**config.mk**
```make
export PLATFORM = sky130hd
export DESIGN_NAME = ocpw_top
export DESIGN_NICKNAME = d
export VERILOG_FILES = /design/src/ocpw_pkg.sv /design/src/ocpw_match_if.sv /design/src/ocpw_comparator.sv /design/src/ocpw_top.sv
export VERILOG_INCLUDE_DIRS = /design/src
export SDC_FILE = /design/constraint.sdc
export NUM_CORES = 1
export LEC_CHECK = 0
export BUFFER_PORTS_ARGS = -buffer_cell sky130_fd_sc_hd__buf_2
export CAP_MARGIN = 15
export CELL_PAD_IN_SITES_DETAIL_PLACEMENT = 2
export CELL_PAD_IN_SITES_GLOBAL_PLACEMENT = 2
export CORE_ASPECT_RATIO = 1.25
export CORE_MARGIN = 2
export CORE_UTILIZATION = 30
export CTS_BUF_LIST = sky130_fd_sc_hd__clkbuf_16
export CTS_CLUSTER_DIAMETER = 200
export DETAILED_ROUTE_END_ITERATION = 6
export PLACE_DENSITY = 0.82
export SYNTH_ARGS = -nofsm -noshare
export SYNTH_HDL_FRONTEND = slang
export SYNTH_SLANG_ARGS = --single-unit
```
**constraint.sdc**
```tcl
create_clock -name pclk -period 2.4 [get_ports pclk]
set_input_delay 0 -clock pclk [delete_from_list [all_inputs] [get_ports pclk]]
set_output_delay 0 -clock pclk [all_outputs]
set_load 0.02 [all_outputs]
```
**src/ocpw_consts.svh**
```systemverilog
// Register offsets, field positions and reset values of the compare unit.
// Assumes a 32-bit APB slave with one aligned word per register.
`ifndef OCPW_CONSTS_SVH
`define OCPW_CONSTS_SVH

`define OCPW_ADDR_W         8
`define OCPW_OFF_CONTROL    8'h00
`define OCPW_OFF_PRIMARY    8'h04
`define OCPW_OFF_SECONDARY  8'h08
`define OCPW_OFF_IRQ_STATUS 8'h0C
`define OCPW_OFF_IRQ_MASK   8'h10

`define OCPW_BIT_ENABLE     15
`define OCPW_BIT_IDLE_STOP  13
`define OCPW_BIT_WIDE       5
`define OCPW_BIT_FAULT      4
`define OCPW_BIT_TIMEBASE   3
`define OCPW_CTRL_WMASK     32'h0000A02F

`define OCPW_IRQ_W          2
`define OCPW_IRQ_COMPARE    0
`define OCPW_IRQ_FAULT      1

`define OCPW_RESET_WORD     32'h00000000

`endif

```
**src/ocpw_pkg.sv**
```systemverilog
// Types shared by the compare unit modules.
// Assumes nothing of its surroundings.
package ocpw_pkg;

    typedef enum logic [2:0] {
        OCPW_MODE_OFF      = 3'h0,
        OCPW_MODE_SET_HIGH = 3'h1,
        OCPW_MODE_SET_LOW  = 3'h2,
        OCPW_MODE_TOGGLE   = 3'h3,
        OCPW_MODE_SINGLE   = 3'h4,
        OCPW_MODE_CONT     = 3'h5,
        OCPW_MODE_PWM      = 3'h6,
        OCPW_MODE_PWM_FLT  = 3'h7
    } ocpw_mode_type;

endpackage

```
**src/ocpw_match_if.sv**
```systemverilog
// Carries compare settings and match results between top and comparator.
// Assumes both ends run on the same clock.
`timescale 1ns/10ps

interface ocpw_match_if;
    logic [31:0] count;
    logic [31:0] primary;
    logic [31:0] secondary;
    logic        wide;
    logic        hit_primary;
    logic        hit_secondary;

    modport top  (output count, output primary, output secondary, output wide,
                  input hit_primary, input hit_secondary);
    modport comp (input count, input primary, input secondary, input wide,
                  output hit_primary, output hit_secondary);
endinterface

```
**src/ocpw_comparator.sv**
```systemverilog
// Equality comparator of timer count against both compare values.
// Assumes a count that is stable for the clock cycle.
`timescale 1ns/10ps

module ocpw_comparator (
    ocpw_match_if.comp m
);
    logic [31:0] width_mask;

    // Narrow mode compares the low half only
    assign width_mask      = m.wide ? 32'hFFFFFFFF : 32'h0000FFFF;
    assign m.hit_primary   = ((m.count ^ m.primary) & width_mask) == 32'h00000000;
    assign m.hit_secondary = ((m.count ^ m.secondary) & width_mask) == 32'h00000000;
endmodule

```
**src/ocpw_top.sv**
```systemverilog
// Output compare and PWM unit with APB register access.
// Assumes timers on pclk; fault and idle inputs come from outside the clock domain.
//
// Overview of operation
// - Enable bit 15 gates the whole unit
// - Idle-stop bit 13 halts unit in idle
// - Wide bit 5 selects 32-bit compare
// - Fault flag bit 4 set and cleared by hardware
// - Timebase bit 3 picks second timer
// - Mode 111 is PWM with fault input
// - Mode 110 is PWM ignoring fault
// - Mode 101 starts low, continuous pulses
// - Mode 100 starts low, one pulse
// - Mode 011 toggles pin on compare
// - Mode 010 starts high, compare forces low
// - Mode 001 starts low, compare forces high
// - Mode 000 disables compare, pin idle
// - Unimplemented control bits read as zero
//
// Decided for this implementation: the APB register port and the register addresses.
`timescale 1ns/10ps

`include "ocpw_consts.svh"

module ocpw_top
    import ocpw_pkg::*;
#(
    parameter int TIMER_W = 32
) (
    input  wire logic               pclk,
    input  wire logic               presetn,
    input  wire logic               psel,
    input  wire logic               penable,
    input  wire logic               pwrite,
    input  wire logic [31:0]        paddr,
    input  wire logic [31:0]        pwdata,
    output logic      [31:0]        prdata,
    output logic                    pready,
    output logic                    pslverr,
    input  wire logic [TIMER_W-1:0] first_timebase,
    input  wire logic [TIMER_W-1:0] second_timebase,
    input  wire logic               idle_mode,
    input  wire logic               fault_n,
    output logic                    compare_output_pin,
    output logic                    irq
);

    // ************************************************************
    // Registers and synchronisers
    // ************************************************************
    logic                   enable_reg;
    logic                   idle_stop_reg;
    logic                   wide_compare_select_reg;
    logic                   timebase_select_reg;
    ocpw_mode_type          compare_mode_select_reg;
    logic                   pwm_fault_flag_reg;
    logic [31:0]            primary_compare_value_reg;
    logic [31:0]            secondary_compare_value_reg;
    logic [`OCPW_IRQ_W-1:0] irq_status_reg;
    logic [`OCPW_IRQ_W-1:0] irq_mask_reg;
    logic                   pin_reg;
    logic                   armed_reg;
    logic                   fault_latched_reg;
    logic [1:0]             idle_sync_reg;
    logic [1:0]             fault_sync_reg;

    logic                   wr_en;
    logic                   rd_en;
    logic                   ctrl_wr;
    logic                   mode_wr;
    logic                   addr_ok;
    logic                   running;
    logic                   fault_now;
    logic                   hit_p;
    logic                   hit_s;
    logic [31:0]            ctrl_word;
    logic [31:0]            rdata_next;
    logic [`OCPW_IRQ_W-1:0] irq_event;

    ocpw_match_if m ();

    // ************************************************************
    // Input synchronisers
    // ************************************************************
    always_ff @(posedge pclk or negedge presetn) begin
        if (!presetn) begin
            idle_sync_reg  <= 2'h0;
            fault_sync_reg <= 2'h0;
        end else begin
            idle_sync_reg  <= {idle_sync_reg[0], idle_mode};
            fault_sync_reg <= {fault_sync_reg[0], ~fault_n};
        end
    end

    // ************************************************************
    // APB decode
    // ************************************************************
    assign addr_ok = (paddr[`OCPW_ADDR_W-1:0] == `OCPW_OFF_CONTROL)
                   || (paddr[`OCPW_ADDR_W-1:0] == `OCPW_OFF_PRIMARY)
                   || (paddr[`OCPW_ADDR_W-1:0] == `OCPW_OFF_SECONDARY)
                   || (paddr[`OCPW_ADDR_W-1:0] == `OCPW_OFF_IRQ_STATUS)
                   || (paddr[`OCPW_ADDR_W-1:0] == `OCPW_OFF_IRQ_MASK);
    assign wr_en   = psel && penable && pwrite && addr_ok;
    assign rd_en   = psel && penable && !pwrite && addr_ok;
    assign ctrl_wr = wr_en && (paddr[`OCPW_ADDR_W-1:0] == `OCPW_OFF_CONTROL);
    assign mode_wr = ctrl_wr && (pwdata[2:0] != compare_mode_select_reg);

    // Unimplemented bits stay zero
    assign ctrl_word = {16'h0000, enable_reg, 1'b0, idle_stop_reg, 7'h00,
                        wide_compare_select_reg, pwm_fault_flag_reg,
                        timebase_select_reg, compare_mode_select_reg};

    always_comb begin
        rdata_next = 32'h00000000;
        case (paddr[`OCPW_ADDR_W-1:0])
            `OCPW_OFF_CONTROL:    rdata_next = ctrl_word;
            `OCPW_OFF_PRIMARY:    rdata_next = primary_compare_value_reg;
            `OCPW_OFF_SECONDARY:  rdata_next = secondary_compare_value_reg;
            `OCPW_OFF_IRQ_STATUS: rdata_next = {30'h00000000, irq_status_reg};
            `OCPW_OFF_IRQ_MASK:   rdata_next = {30'h00000000, irq_mask_reg};
            default:              rdata_next = 32'h00000000;
        endcase
    end

    // Zero-wait answer in the access phase
    always_ff @(posedge pclk or negedge presetn) begin
        if (!presetn) begin
            pready  <= 1'b0;
            pslverr <= 1'b0;
            prdata  <= 32'h00000000;
        end else begin
            pready  <= psel && !penable;
            pslverr <= psel && !penable && !addr_ok;
            prdata  <= (psel && !penable) ? rdata_next : 32'h00000000;
        end
    end

    // ************************************************************
    // Control registers
    // ************************************************************
    always_ff @(posedge pclk or negedge presetn) begin
        if (!presetn) begin
            enable_reg              <= 1'b0;
            idle_stop_reg           <= 1'b0;
            wide_compare_select_reg <= 1'b0;
            timebase_select_reg     <= 1'b0;
            compare_mode_select_reg <= OCPW_MODE_OFF;
        end else if (ctrl_wr) begin
            enable_reg              <= pwdata[`OCPW_BIT_ENABLE];
            idle_stop_reg           <= pwdata[`OCPW_BIT_IDLE_STOP];
            wide_compare_select_reg <= pwdata[`OCPW_BIT_WIDE];
            timebase_select_reg     <= pwdata[`OCPW_BIT_TIMEBASE];
            compare_mode_select_reg <= ocpw_mode_type'(pwdata[2:0]);
        end
    end

    always_ff @(posedge pclk or negedge presetn) begin
        if (!presetn) begin
            primary_compare_value_reg   <= 32'h00000000;
            secondary_compare_value_reg <= 32'h00000000;
        end else if (wr_en) begin
            if (paddr[`OCPW_ADDR_W-1:0] == `OCPW_OFF_PRIMARY) begin
                primary_compare_value_reg <= pwdata;
            end
            if (paddr[`OCPW_ADDR_W-1:0] == `OCPW_OFF_SECONDARY) begin
                secondary_compare_value_reg <= pwdata;
            end
        end
    end

    // ************************************************************
    // Compare datapath
    // ************************************************************
    assign running = enable_reg && !(idle_stop_reg && idle_sync_reg[1]);

    generate
        if (TIMER_W >= 32) begin : g_full
            assign m.count = timebase_select_reg ? second_timebase[31:0]
                                                 : first_timebase[31:0];
        end else begin : g_pad
            assign m.count = {{(32-TIMER_W){1'b0}},
                              timebase_select_reg ? second_timebase
                                                  : first_timebase};
        end
    endgenerate
    assign m.primary   = primary_compare_value_reg;
    assign m.secondary = secondary_compare_value_reg;
    assign m.wide      = wide_compare_select_reg;
    assign hit_p       = running && m.hit_primary;
    assign hit_s       = running && m.hit_secondary;

    ocpw_comparator u_comparator (
        .m (m)
    );

    assign fault_now = running && (compare_mode_select_reg == OCPW_MODE_PWM_FLT)
                     && fault_sync_reg[1];

    // ************************************************************
    // Output pin sequencer
    // ************************************************************
    always_ff @(posedge pclk or negedge presetn) begin
        if (!presetn) begin
            pin_reg   <= 1'b0;
            armed_reg <= 1'b0;
        end else if (mode_wr || !enable_reg) begin
            // Initial level on entry to a mode
            pin_reg   <= (ctrl_wr && pwdata[`OCPW_BIT_ENABLE] && pwdata[2:0] == 3'h2);
            armed_reg <= 1'b1;
        end else if (running) begin
            case (compare_mode_select_reg)
                OCPW_MODE_OFF: pin_reg <= 1'b0;
                OCPW_MODE_SET_HIGH: begin
                    if (hit_p) pin_reg <= 1'b1;
                end
                OCPW_MODE_SET_LOW: begin
                    if (hit_p) pin_reg <= 1'b0;
                end
                OCPW_MODE_TOGGLE: begin
                    if (hit_p) pin_reg <= ~pin_reg;
                end
                OCPW_MODE_SINGLE: begin
                    if (hit_p && armed_reg) begin
                        pin_reg <= 1'b1;
                    end else if (hit_s && pin_reg) begin
                        pin_reg   <= 1'b0;
                        armed_reg <= 1'b0;
                    end
                end
                OCPW_MODE_CONT: begin
                    if (hit_p) pin_reg <= 1'b1;
                    else if (hit_s) pin_reg <= 1'b0;
                end
                OCPW_MODE_PWM: begin
                    if (hit_p) pin_reg <= 1'b1;
                    else if (hit_s) pin_reg <= 1'b0;
                end
                OCPW_MODE_PWM_FLT: begin
                    if (fault_now || fault_latched_reg) pin_reg <= 1'b0;
                    else if (hit_p) pin_reg <= 1'b1;
                    else if (hit_s) pin_reg <= 1'b0;
                end
                default: pin_reg <= 1'b0;
            endcase
        end
    end

    // ************************************************************
    // Fault flag
    // ************************************************************
    // Set wins; only a mode change or disable clears it
    always_ff @(posedge pclk or negedge presetn) begin
        if (!presetn) begin
            fault_latched_reg <= 1'b0;
        end else if (fault_now) begin
            fault_latched_reg <= 1'b1;
        end else if (mode_wr || !enable_reg) begin
            fault_latched_reg <= 1'b0;
        end
    end

    always_ff @(posedge pclk or negedge presetn) begin
        if (!presetn) begin
            pwm_fault_flag_reg <= 1'b0;
        end else begin
            pwm_fault_flag_reg <= fault_latched_reg
                && (compare_mode_select_reg == OCPW_MODE_PWM_FLT);
        end
    end

    // ************************************************************
    // Interrupts
    // ************************************************************
    assign irq_event[`OCPW_IRQ_COMPARE] = hit_p && compare_mode_select_reg != OCPW_MODE_OFF;
    assign irq_event[`OCPW_IRQ_FAULT]   = fault_now && !fault_latched_reg;

    // Read clears; a same-cycle event survives
    always_ff @(posedge pclk or negedge presetn) begin
        if (!presetn) begin
            irq_status_reg <= 2'h0;
        end else if (rd_en && paddr[`OCPW_ADDR_W-1:0] == `OCPW_OFF_IRQ_STATUS) begin
            // Clear only the bits that the read returned
            irq_status_reg <= (irq_status_reg & ~prdata[`OCPW_IRQ_W-1:0]) | irq_event;
        end else begin
            irq_status_reg <= irq_status_reg | irq_event;
        end
    end

    always_ff @(posedge pclk or negedge presetn) begin
        if (!presetn) begin
            irq_mask_reg <= 2'h0;
        end else if (wr_en && paddr[`OCPW_ADDR_W-1:0] == `OCPW_OFF_IRQ_MASK) begin
            irq_mask_reg <= pwdata[`OCPW_IRQ_W-1:0];
        end
    end

    always_ff @(posedge pclk or negedge presetn) begin
        if (!presetn) begin
            irq                <= 1'b0;
            compare_output_pin <= 1'b0;
        end else begin
            irq                <= |(irq_status_reg & irq_mask_reg);
            compare_output_pin <= pin_reg;
        end
    end

endmodule

```
# Word level (Yosys, flattened, before mapping)

Cells that the tools add are included.

Bits in registers: 119

Equality and inequality tests: 18
Reductions and logical operators: 51
Multiplexer cells: 22
Bitwise logic cells: 11

Operators with widths:

| cell                                                 | number |
|---|---|
| case mux 32 bit (5 select lines)                     | 1 |
| two-way mux 32 bit                                   | 3 |
| AND 32 bit                                           | 2 |
| logical NOT 32 bit                                   | 2 |
| bitwise XOR 32 bit                                   | 2 |
| logical AND 1 bit                                    | 24 |
| equality test 8 x 4 -> 1 bit (second input constant) | 2 |
| two-way mux 1 bit                                    | 16 |
| equality test 3 bit (second input constant)          | 4 |
| equality test 3 x 2 -> 1 bit (second input constant) | 3 |
| != test 3 bit (second input constant)                | 3 |
| equality test 8 x 3 -> 1 bit (second input constant) | 1 |
| equality test 8 x 5 -> 1 bit (second input constant) | 1 |
| logical NOT 8 bit                                    | 1 |
| nonzero test 2 bit                                   | 4 |
| case mux 1 bit (7 select lines)                      | 1 |
| logical NOT 1 bit                                    | 6 |
| logical OR 1 bit                                     | 6 |
| AND reduction 5 bit                                  | 1 |
| AND 2 bit                                            | 2 |
| != test 4 bit (second input constant)                | 1 |
| OR 2 bit                                             | 2 |
| AND reduction 2 bit                                  | 2 |
| AND reduction 4 bit                                  | 1 |
| other kinds (9)                                      | 11 |

# Longest topological paths before layout

Gate-level depths: netlist of run 1.

Word-level depth: 11
Mapped depth: 10

# Hierarchy

From an unflattened synthesis of run 1, not the netlist that was laid out.

Cells, all modules: 487
Area, all modules: 5,923.2 sq um

Modules (own cells, without submodules):

| module          | cells an instance | instances | area an instance (sq um) | sequential area each (sq um) |
|---|---|---|---|---|
| ocpw_top        | 401               | 1         | 5,227.5                  | 2,977.9 |
| ocpw_comparator | 86                | 1         | 695.7                    | 0.0 |

# Least setup slack after synthesis of run 1

OpenSTA, ideal clock, no wires.

Kind: register -> register
Start point: reg timebase_select_reg
End point: reg armed_reg
Arrival time: 2.172 ns
Stages on the path, launching flop included: 11
Path slack: 0.110 ns
Clock period less this slack: 2.290 ns
Path through: dfrtp_1 buf_6 buf_12 buf_12 mux2i_4 xnor2_1 nor4_1 nand4_1 a2111oi_2 nand4bb_1 a21o_1

Word-level cells in the longest chain between the ends: 8
Elaborated cells on any way between the ends: 14

RTL lines:

| item                                                                                 | RTL line                                     | text |
|---|---|---|
| from (decl)                                                                          | ocpw_top.sv:54                               | `logic timebase_select_reg;` |
| from (signal assigned)                                                               | ocpw_top.sv:152                              | `` timebase_select_reg <= pwdata[`OCPW_BIT_TIMEBASE]; `` |
| two-way mux 32 bit *                                                                 | ocpw_top.sv:178                              | `assign m.count = timebase_select_reg ? second_timebase[31:0]` |
| bitwise XOR 32 bit (on tied branches)                                                | ocpw_comparator.sv:12, ocpw_comparator.sv:13 |  |
| AND 32 bit (on tied branches)                                                        | ocpw_comparator.sv:12, ocpw_comparator.sv:13 |  |
| logical NOT 32 bit (on tied branches)                                                | ocpw_comparator.sv:12, ocpw_comparator.sv:13 |  |
| logical AND 1 bit (on tied branches)                                                 | ocpw_top.sv:189, ocpw_top.sv:190             |  |
| logical AND 1 bit (on tied branches)                                                 | ocpw_top.sv:223, ocpw_top.sv:225             |  |
| != test 2 x 1 -> 1 bit (no source line) / nonzero test 2 bit (equally long branches) | --                                           |  |
| AND reduction 4 bit (no source line) *                                               | --                                           |  |
| to (signal assigned)                                                                 | ocpw_top.sv:205                              | `armed_reg <= 1'b0;` |
| to (signal assigned)                                                                 | ocpw_top.sv:209                              | `armed_reg <= 1'b1;` |
| to (signal assigned)                                                                 | ocpw_top.sv:227                              | `armed_reg <= 1'b0;` |
| to (decl)                                                                            | ocpw_top.sv:62                               | `logic armed_reg;` |

Mark *: on every way between the ends. The rest lies on a longest branch, timed or not.
A chain may end at the register's enable or synchronous reset.

# Worst setup path in the final report of run 1

Ends and elaborated chain as after synthesis.

==> metrics, run 1 <==
status complete, but fails checks; failing checks setup timing; hpwl dp 15.1 mm; first-pass GRT wire length 34.5 mm; commonest non-fill, non-tap cells in the layout 145 x buf_2, 118 x dfrtp_1, 70 x mux2_2, 44 x nor2_1, 43 x xnor2_1; total power between 5 and 6 mW; Mapped Avg Cell Area 12.1 um^2; Hold Slack between 20 and 25 ps; Routed Antenna Nets 0; syn nets 623; vias in the first global route 5,870; max incr delay on CP 470 ps; DRT Pass-1 Iters 4; H-tree depth 4; Peak VDD IR around 470 uV; Placer Congestion 0.868; CTS tree done; wire length per cell 23.5 um; main flop type after synthesis dfrtp_1; DR vias/cell 5.02; DRC Markers 0; Final TNS setup -506 ps; I/O Buffers 146; synthesized flop and latch total ~120; skew final 11.2 ps; PwrDens about 600 mW/mm^2; CP required 2710 ps; total wire length 23.4 mm; CTS Buffer Depth 2; RSZ-0062 raised after global routing true; First DRT Iteration DRCs roughly 190; die extent in y roughly 160 um; placed inst area 0.00720 mm^2; number of synthesized flops with an enable pin 0; Setup CP Type flip-flop to flip-flop; Die W 130 um; gr usage total 22.3%; final number of max-transition violations 0; Min-Delay Endpoint pslverr; slew margin rel. between 50 and 60%; Netlist cell types a little under 50; final setup vio count 3; worst-skew pair later-pin latency between 400 and 500 ps; proportion of layout cells with a drive suffix above 1 47.4%; Setup crit start kind flip-flop; register area share after synthesis 50.2%; critical path's slowest cell dfrtp_2; Final Cell Area approximately 0.0086 mm^2; Clock Root Buffer clkbuf_16; area delta synth->final 45.8%; R2R Path Start timebase_select_reg; FF-to-FF setup slack -190 ps; maximum clock frequency 387 MHz; Hold Crit Start paddr[6]; HP Class input pin to flip-flop; Post-Place Setup Slack -362 ps; Initial Util between 30% and 40%; Nets 852; Syn Inst Count between 400 and 500; final worst setup slack -186 ps; die area between 0.02 and 0.025 mm^2; total number of vias 4,996; MaxCap Viol Count 0; initial antenna violation count 1; commonest non-fill, non-tap cell in the layout buf_2; Site Rows 57; worst-path cell chain buf_12 -> mux2i_4 -> xnor2_2 -> nor4_2 -> buf_4 -> nand4_1 -> a2111oi_4 -> nand4bb_1 -> a21o_1; TritonCTS Sinks 119; hold path cells 3; GRT Residual Overflow 0; Worst Max-Slew Pin Slew between 700 and 800 ps; Tcrit/Tclk final 108%; CP Capture Type flip-flop; R2R depth 9; Top Ports 171; final hold viol count 0; Final min period 2590 ps; Core Box Area 0.0194 mm^2; Mapped Area 0.00593 mm^2; pin count of the biggest net entering global routing 53; Ys Warns 0; post-synthesis async set-or-reset flop share 100%; CP arrival around 2900 ps; clock input transition at the sequential cells of the worst setup and hold paths roughly 50 ps; Leak 3.98 nW; worst reg2reg endpoint armed_reg; Num CTS Buffers 17; worst-path fanout max 6
==> Yosys cell counts, drive strengths merged (3+ instances only) <==
master  instances  area share, %
xor2           18            2.7
clkbuf         12           0.76
a21oi           8           0.68
buf            12            1.6
a22oi          24            3.0
mux2i          40            7.8
nand3b          3           0.38
nor4           12            1.3
nand2          17            1.1
nand3           4           0.34
nor3            4           0.34
o21ai           7           0.59
dfrtp         119             50
nor2           45            2.9
xnor2          49            7.2
mux2           73             14
nand4           9           0.95
==> worst max-delay path by stage <==
stage | from | end | slack [ps] | cells past startpoint
6_report | timebase_select_reg | armed_reg | -190 | 9
5_1_grt | timebase_select_reg | pin_reg | -300 | 9
4_1_cts | timebase_select_reg | armed_reg | -190 | 9
3_5_place_dp | timebase_select_reg | pin_reg | -360 | 9
3_3_place_gp | timebase_select_reg | pin_reg | -160 | 9
2_1_floorplan | timebase_select_reg | armed_reg | 110 | 10
==> critical path: cells and delay by family, from the launching register on <==
kind	cells	cell delay [ps]
AO/OA/AOI/OAI	2	630
XOR/XNOR	1	90
buffers and inverters	2	340
flip-flops	1	470
multiplexers	1	280
AND/OR/NAND/NOR	3	650
==> metrics by stage <==
stage / util [%] / instances
detailed placement: 37.1 / 918
global route: 44.5 / 996
floorplan: - / 488
CTS: 43.0 / 993
finish: 44.5 / 996
global placement: 37.1 / 918
==> power breakdown <==
group          switching [mW]  internal, mW  leakage (nW)  total [mW]
sequential             0.0248          2.03          1.64        2.06
clock                   0.923          1.70         0.306        2.63
combinational           0.260         0.252          2.04       0.512
==> cells by family (layout without fill, tap and decap cells) <==
group | after synthesis | in the layout | share of synthesized area (%)
buffers and inverters | 26 | 268 | 2.51
other | 0 | 1 | 0
AOI/OAI and AO/OA | 51 | 51 | 6.08
and+or+nand+nor | 112 | 112 | 9.58
xor gates and xnor gates | 67 | 67 | 9.90
DFF | 119 | 119 | 50.2
muxes | 113 | 113 | 21.7
==> final cells by class <==
| type | count | area [um^2] |
|---|---|---|
| fillers | 1995 | 10800 |
| flip-flops and latches | 119 | 2980 |
| clock inverters | 15 | 170 |
| multi-input cells | 343 | 3140 |
| diodes | 1 | 2.50 |
| repair buffers | 234 | 1580 |
| clock buffers | 17 | 425 |
| inverters | 2 | 7.51 |
| well taps | 265 | 332 |
==> timing repair <==
action                                 CTS  global route
pin swaps                                5            14
buffers inserted                         2             2
gates resized for setup                 23            45
endpoints found under the hold margin  125             0
setup endpoints to repair                3             3
hold buffers                            41             0
gates cloned                             0             0
==> metal layers <==
| metal | vias to the layer above | share of wire, % | global-route usage, % |
|---|---|---|---|
| met2 | 145 | 57 | 41.6 |
| met1 | 2616 | 37 | 24.6 |
| met3 | 37 | 3.5 | 4.50 |
| li1 | 2198 | - | - |
| met4 | 0 | 2.7 | 7.87 |
| met5 | - | 0 | 0 |
(Power assumes the default switching activity.)
==> inputs of run 2 (changes only) <==
--- a/config.mk
+++ b/config.mk
@@ -11,7 +11,6 @@
 export CELL_PAD_IN_SITES_DETAIL_PLACEMENT = 2
 export CELL_PAD_IN_SITES_GLOBAL_PLACEMENT = 2
 export CORE_ASPECT_RATIO = 1.25
-export CORE_MARGIN = 2
 export CORE_UTILIZATION = 30
 export CTS_BUF_LIST = sky130_fd_sc_hd__clkbuf_16
 export CTS_CLUSTER_DIAMETER = 200
==> run 2 against run 1 <==
  * The flow still finishes with violations (setup timing)
  * Total power decreased by 3.9%
  * Combinational power is 8.4% lower
  * Hold slack better by 17 ps
  * Sequential share of layout area increased by 1.5 points
  * Global-route usage grew 0.057 points
  * Largest power group unchanged
  * Highest routed layer unchanged
==> metrics, run 2 (same netlist as run 1, synthesis figures left out) <==
status complete, but fails checks; failing checks setup timing; CP arrival 2890 ps (about the same); FF/Latch Area 0.00298 mm^2 (unchanged); Setup crit start kind flip-flop; I/O Buffers 146 (unchanged); Site Rows 57 (unchanged); DR vias/cell 4.98 (-0.66%); max incr delay on CP 400 ps (-70 ps); first-pass GRT wire length 33.4 mm (-3.4%); Nets 846 (-0.70%); H-tree depth 4 (unchanged); CP Capture Type flip-flop; die extent in y 159 um (-1.2%); PwrDens 602 mW/mm^2 (+0.20%); DRC Markers 0 (unchanged); hpwl dp 14.8 mm (-2.1%); vias in the first global route 5,818 (-0.89%); Initial Util 30.6% (unchanged); worst-path cell chain buf_12 -> buf_4 -> mux2i_2 -> xnor2_1 -> nor4_1 -> nand4_1 -> a2111oi_4 -> nand4bb_1 -> a21o_1; Peak VDD IR 519 uV (+9.3%); maximum clock frequency 388 MHz (+0.24%); final hold viol count 0 (unchanged); GRT Residual Overflow 0 (unchanged); Final TNS setup -447 ps (+59.0 ps); worst-path fanout max 11 (+5); skew final 10.5 ps (-0.667 ps); Hold Crit Start psel; CTS tree done; Clock Root Buffer clkbuf_16; total power 4.99 mW (-3.9%); CP required 2710 ps (about the same); Placer Congestion 0.812 (-6.5%); proportion of layout cells with a drive suffix above 1 43.1% (-4.3 points); pin count of the biggest net entering global routing 76 (+43%); worst setup path startpoint timebase_select_reg; total wire length 21.7 mm (-7.0%); commonest non-fill, non-tap cell in the layout buf_2; antenna cells 0 (-1); TritonCTS Sinks 119 (unchanged); die area 0.0203 mm^2 (-2.8%); Routed Antenna Nets 0 (unchanged); Final min period 2580 ps (-6.30 ps); initial antenna violation count 1 (unchanged); gr usage total 22.3% (+0.057 points); final setup vio count 3 (unchanged); crit path capture armed_reg; DRT Pass-1 Iters 6 (+2); CTS Buffer Depth 2 (unchanged); FF-to-FF setup slack -180 ps (about the same); final worst setup slack -179 ps (+6.30 ps); final number of max-transition violations 0 (unchanged); Worst Max-Slew Pin Slew 667 ps (-72.6 ps); critical path's slowest cell dfrtp_2; Multi-input gate area 0.00291 mm^2 (-7.5%); wire length per cell 22.0 um (-6.4%); Top Ports 171 (unchanged); Hold Slack 40.6 ps (+16.6 ps); First DRT Iteration DRCs 202 (+5.2%); commonest non-fill, non-tap cells in the layout 145 x buf_2, 118 x dfrtp_1, 70 x mux2_2, 49 x xnor2_1, 44 x nor2_1; Post-Place Setup Slack -301 ps (+61.9 ps); R2R depth 9 (unchanged); Leak 3.86 nW (-3.1%); Num CTS Buffers 17 (unchanged); Die W 128 um (-1.5%); Tcrit/Tclk final 107% (-0.26 points); RSZ-0062 raised after global routing true; total number of vias 4,928 (-1.4%); Setup CP Type flip-flop to flip-flop; Core Box Area 0.0194 mm^2 (unchanged); R2R Path Start timebase_select_reg; worst-skew pair later-pin latency 430 ps (about the same); slew margin rel. 55.4% (+4.8 points); worst reg2reg endpoint armed_reg; fill count 2,020 (+1.3%); area delta synth->final 39.8%; MaxCap Viol Count 0 (unchanged); clock input transition at the sequential cells of the worst setup and hold paths 60 ps (about the same); HP Class input pin to flip-flop
## run 2: report_power, final
part	total (mW)	switching [mW]	internal, mW
logic	0.469	0.236	0.233
registers	2.05	0.0236	2.03
clock network	2.47	0.961	1.51
total	4.99	1.22	3.77
## run 2: stage by stage
step | instances | cell area (um^2) | util [%]
6_report | 989 | 8290 | 42.7
5_1_grt | 989 | 8290 | 42.7
4_1_cts | 989 | 8270 | 42.6
3_5_place_dp | 914 | 7180 | 37.0
3_3_place_gp | 914 | 7180 | 37.0
2_1_floorplan | 488 | 5930 | -
## run 2: worst max-delay path: cells and delay by family, from the launching register on
family | cells | cell delay, ps
simple gates | 3 | 720
compound gates | 2 | 600
flops | 1 | 400
buf+inv | 2 | 360
mux | 1 | 260
xor+xnor | 1 | 100
## run 2: routing by layer
layer / vias up / global-route usage (%) / wire, um
met5: - / 0 / 0
met4: 0 / 9.04 / 605
met3: 45 / 3.60 / 778
met2: 149 / 43.2 / 12400
met1: 2546 / 23.4 / 7970
li1: 2188 / - / -
## run 2: timing repair
item	in CTS	in global routing
endpoints found under the hold margin	125	0
hold buffers	42	0
pin swaps	4	2
setup endpoints to repair	3	3
resized for setup	16	4
setup buffers	1	0
## run 2: how the worst min path moves through the flow
stage	slack, ps	to	cells past startpoint
2_1_floorplan	-300	armed_reg	0
3_3_place_gp	40	pready	1
3_5_place_dp	60	pready	1
4_1_cts	9	irq_status_reg[0]	6
5_1_grt	60	irq_status_reg[0]	6
6_report	40	irq_status_reg[0]	6
## run 2: layout make-up
| type | count | share of cell area [%] |
|---|---|---|
| Inverter | 2 | 0.0906 |
| Clock buffer | 17 | 5.13 |
| Multi-Input combinational cell | 343 | 35.1 |
| Timing Repair Buffer | 228 | 18.1 |
| Sequential cell | 119 | 35.9 |
| Tap cell | 265 | 4.00 |
| Clock inverter | 15 | 1.68 |
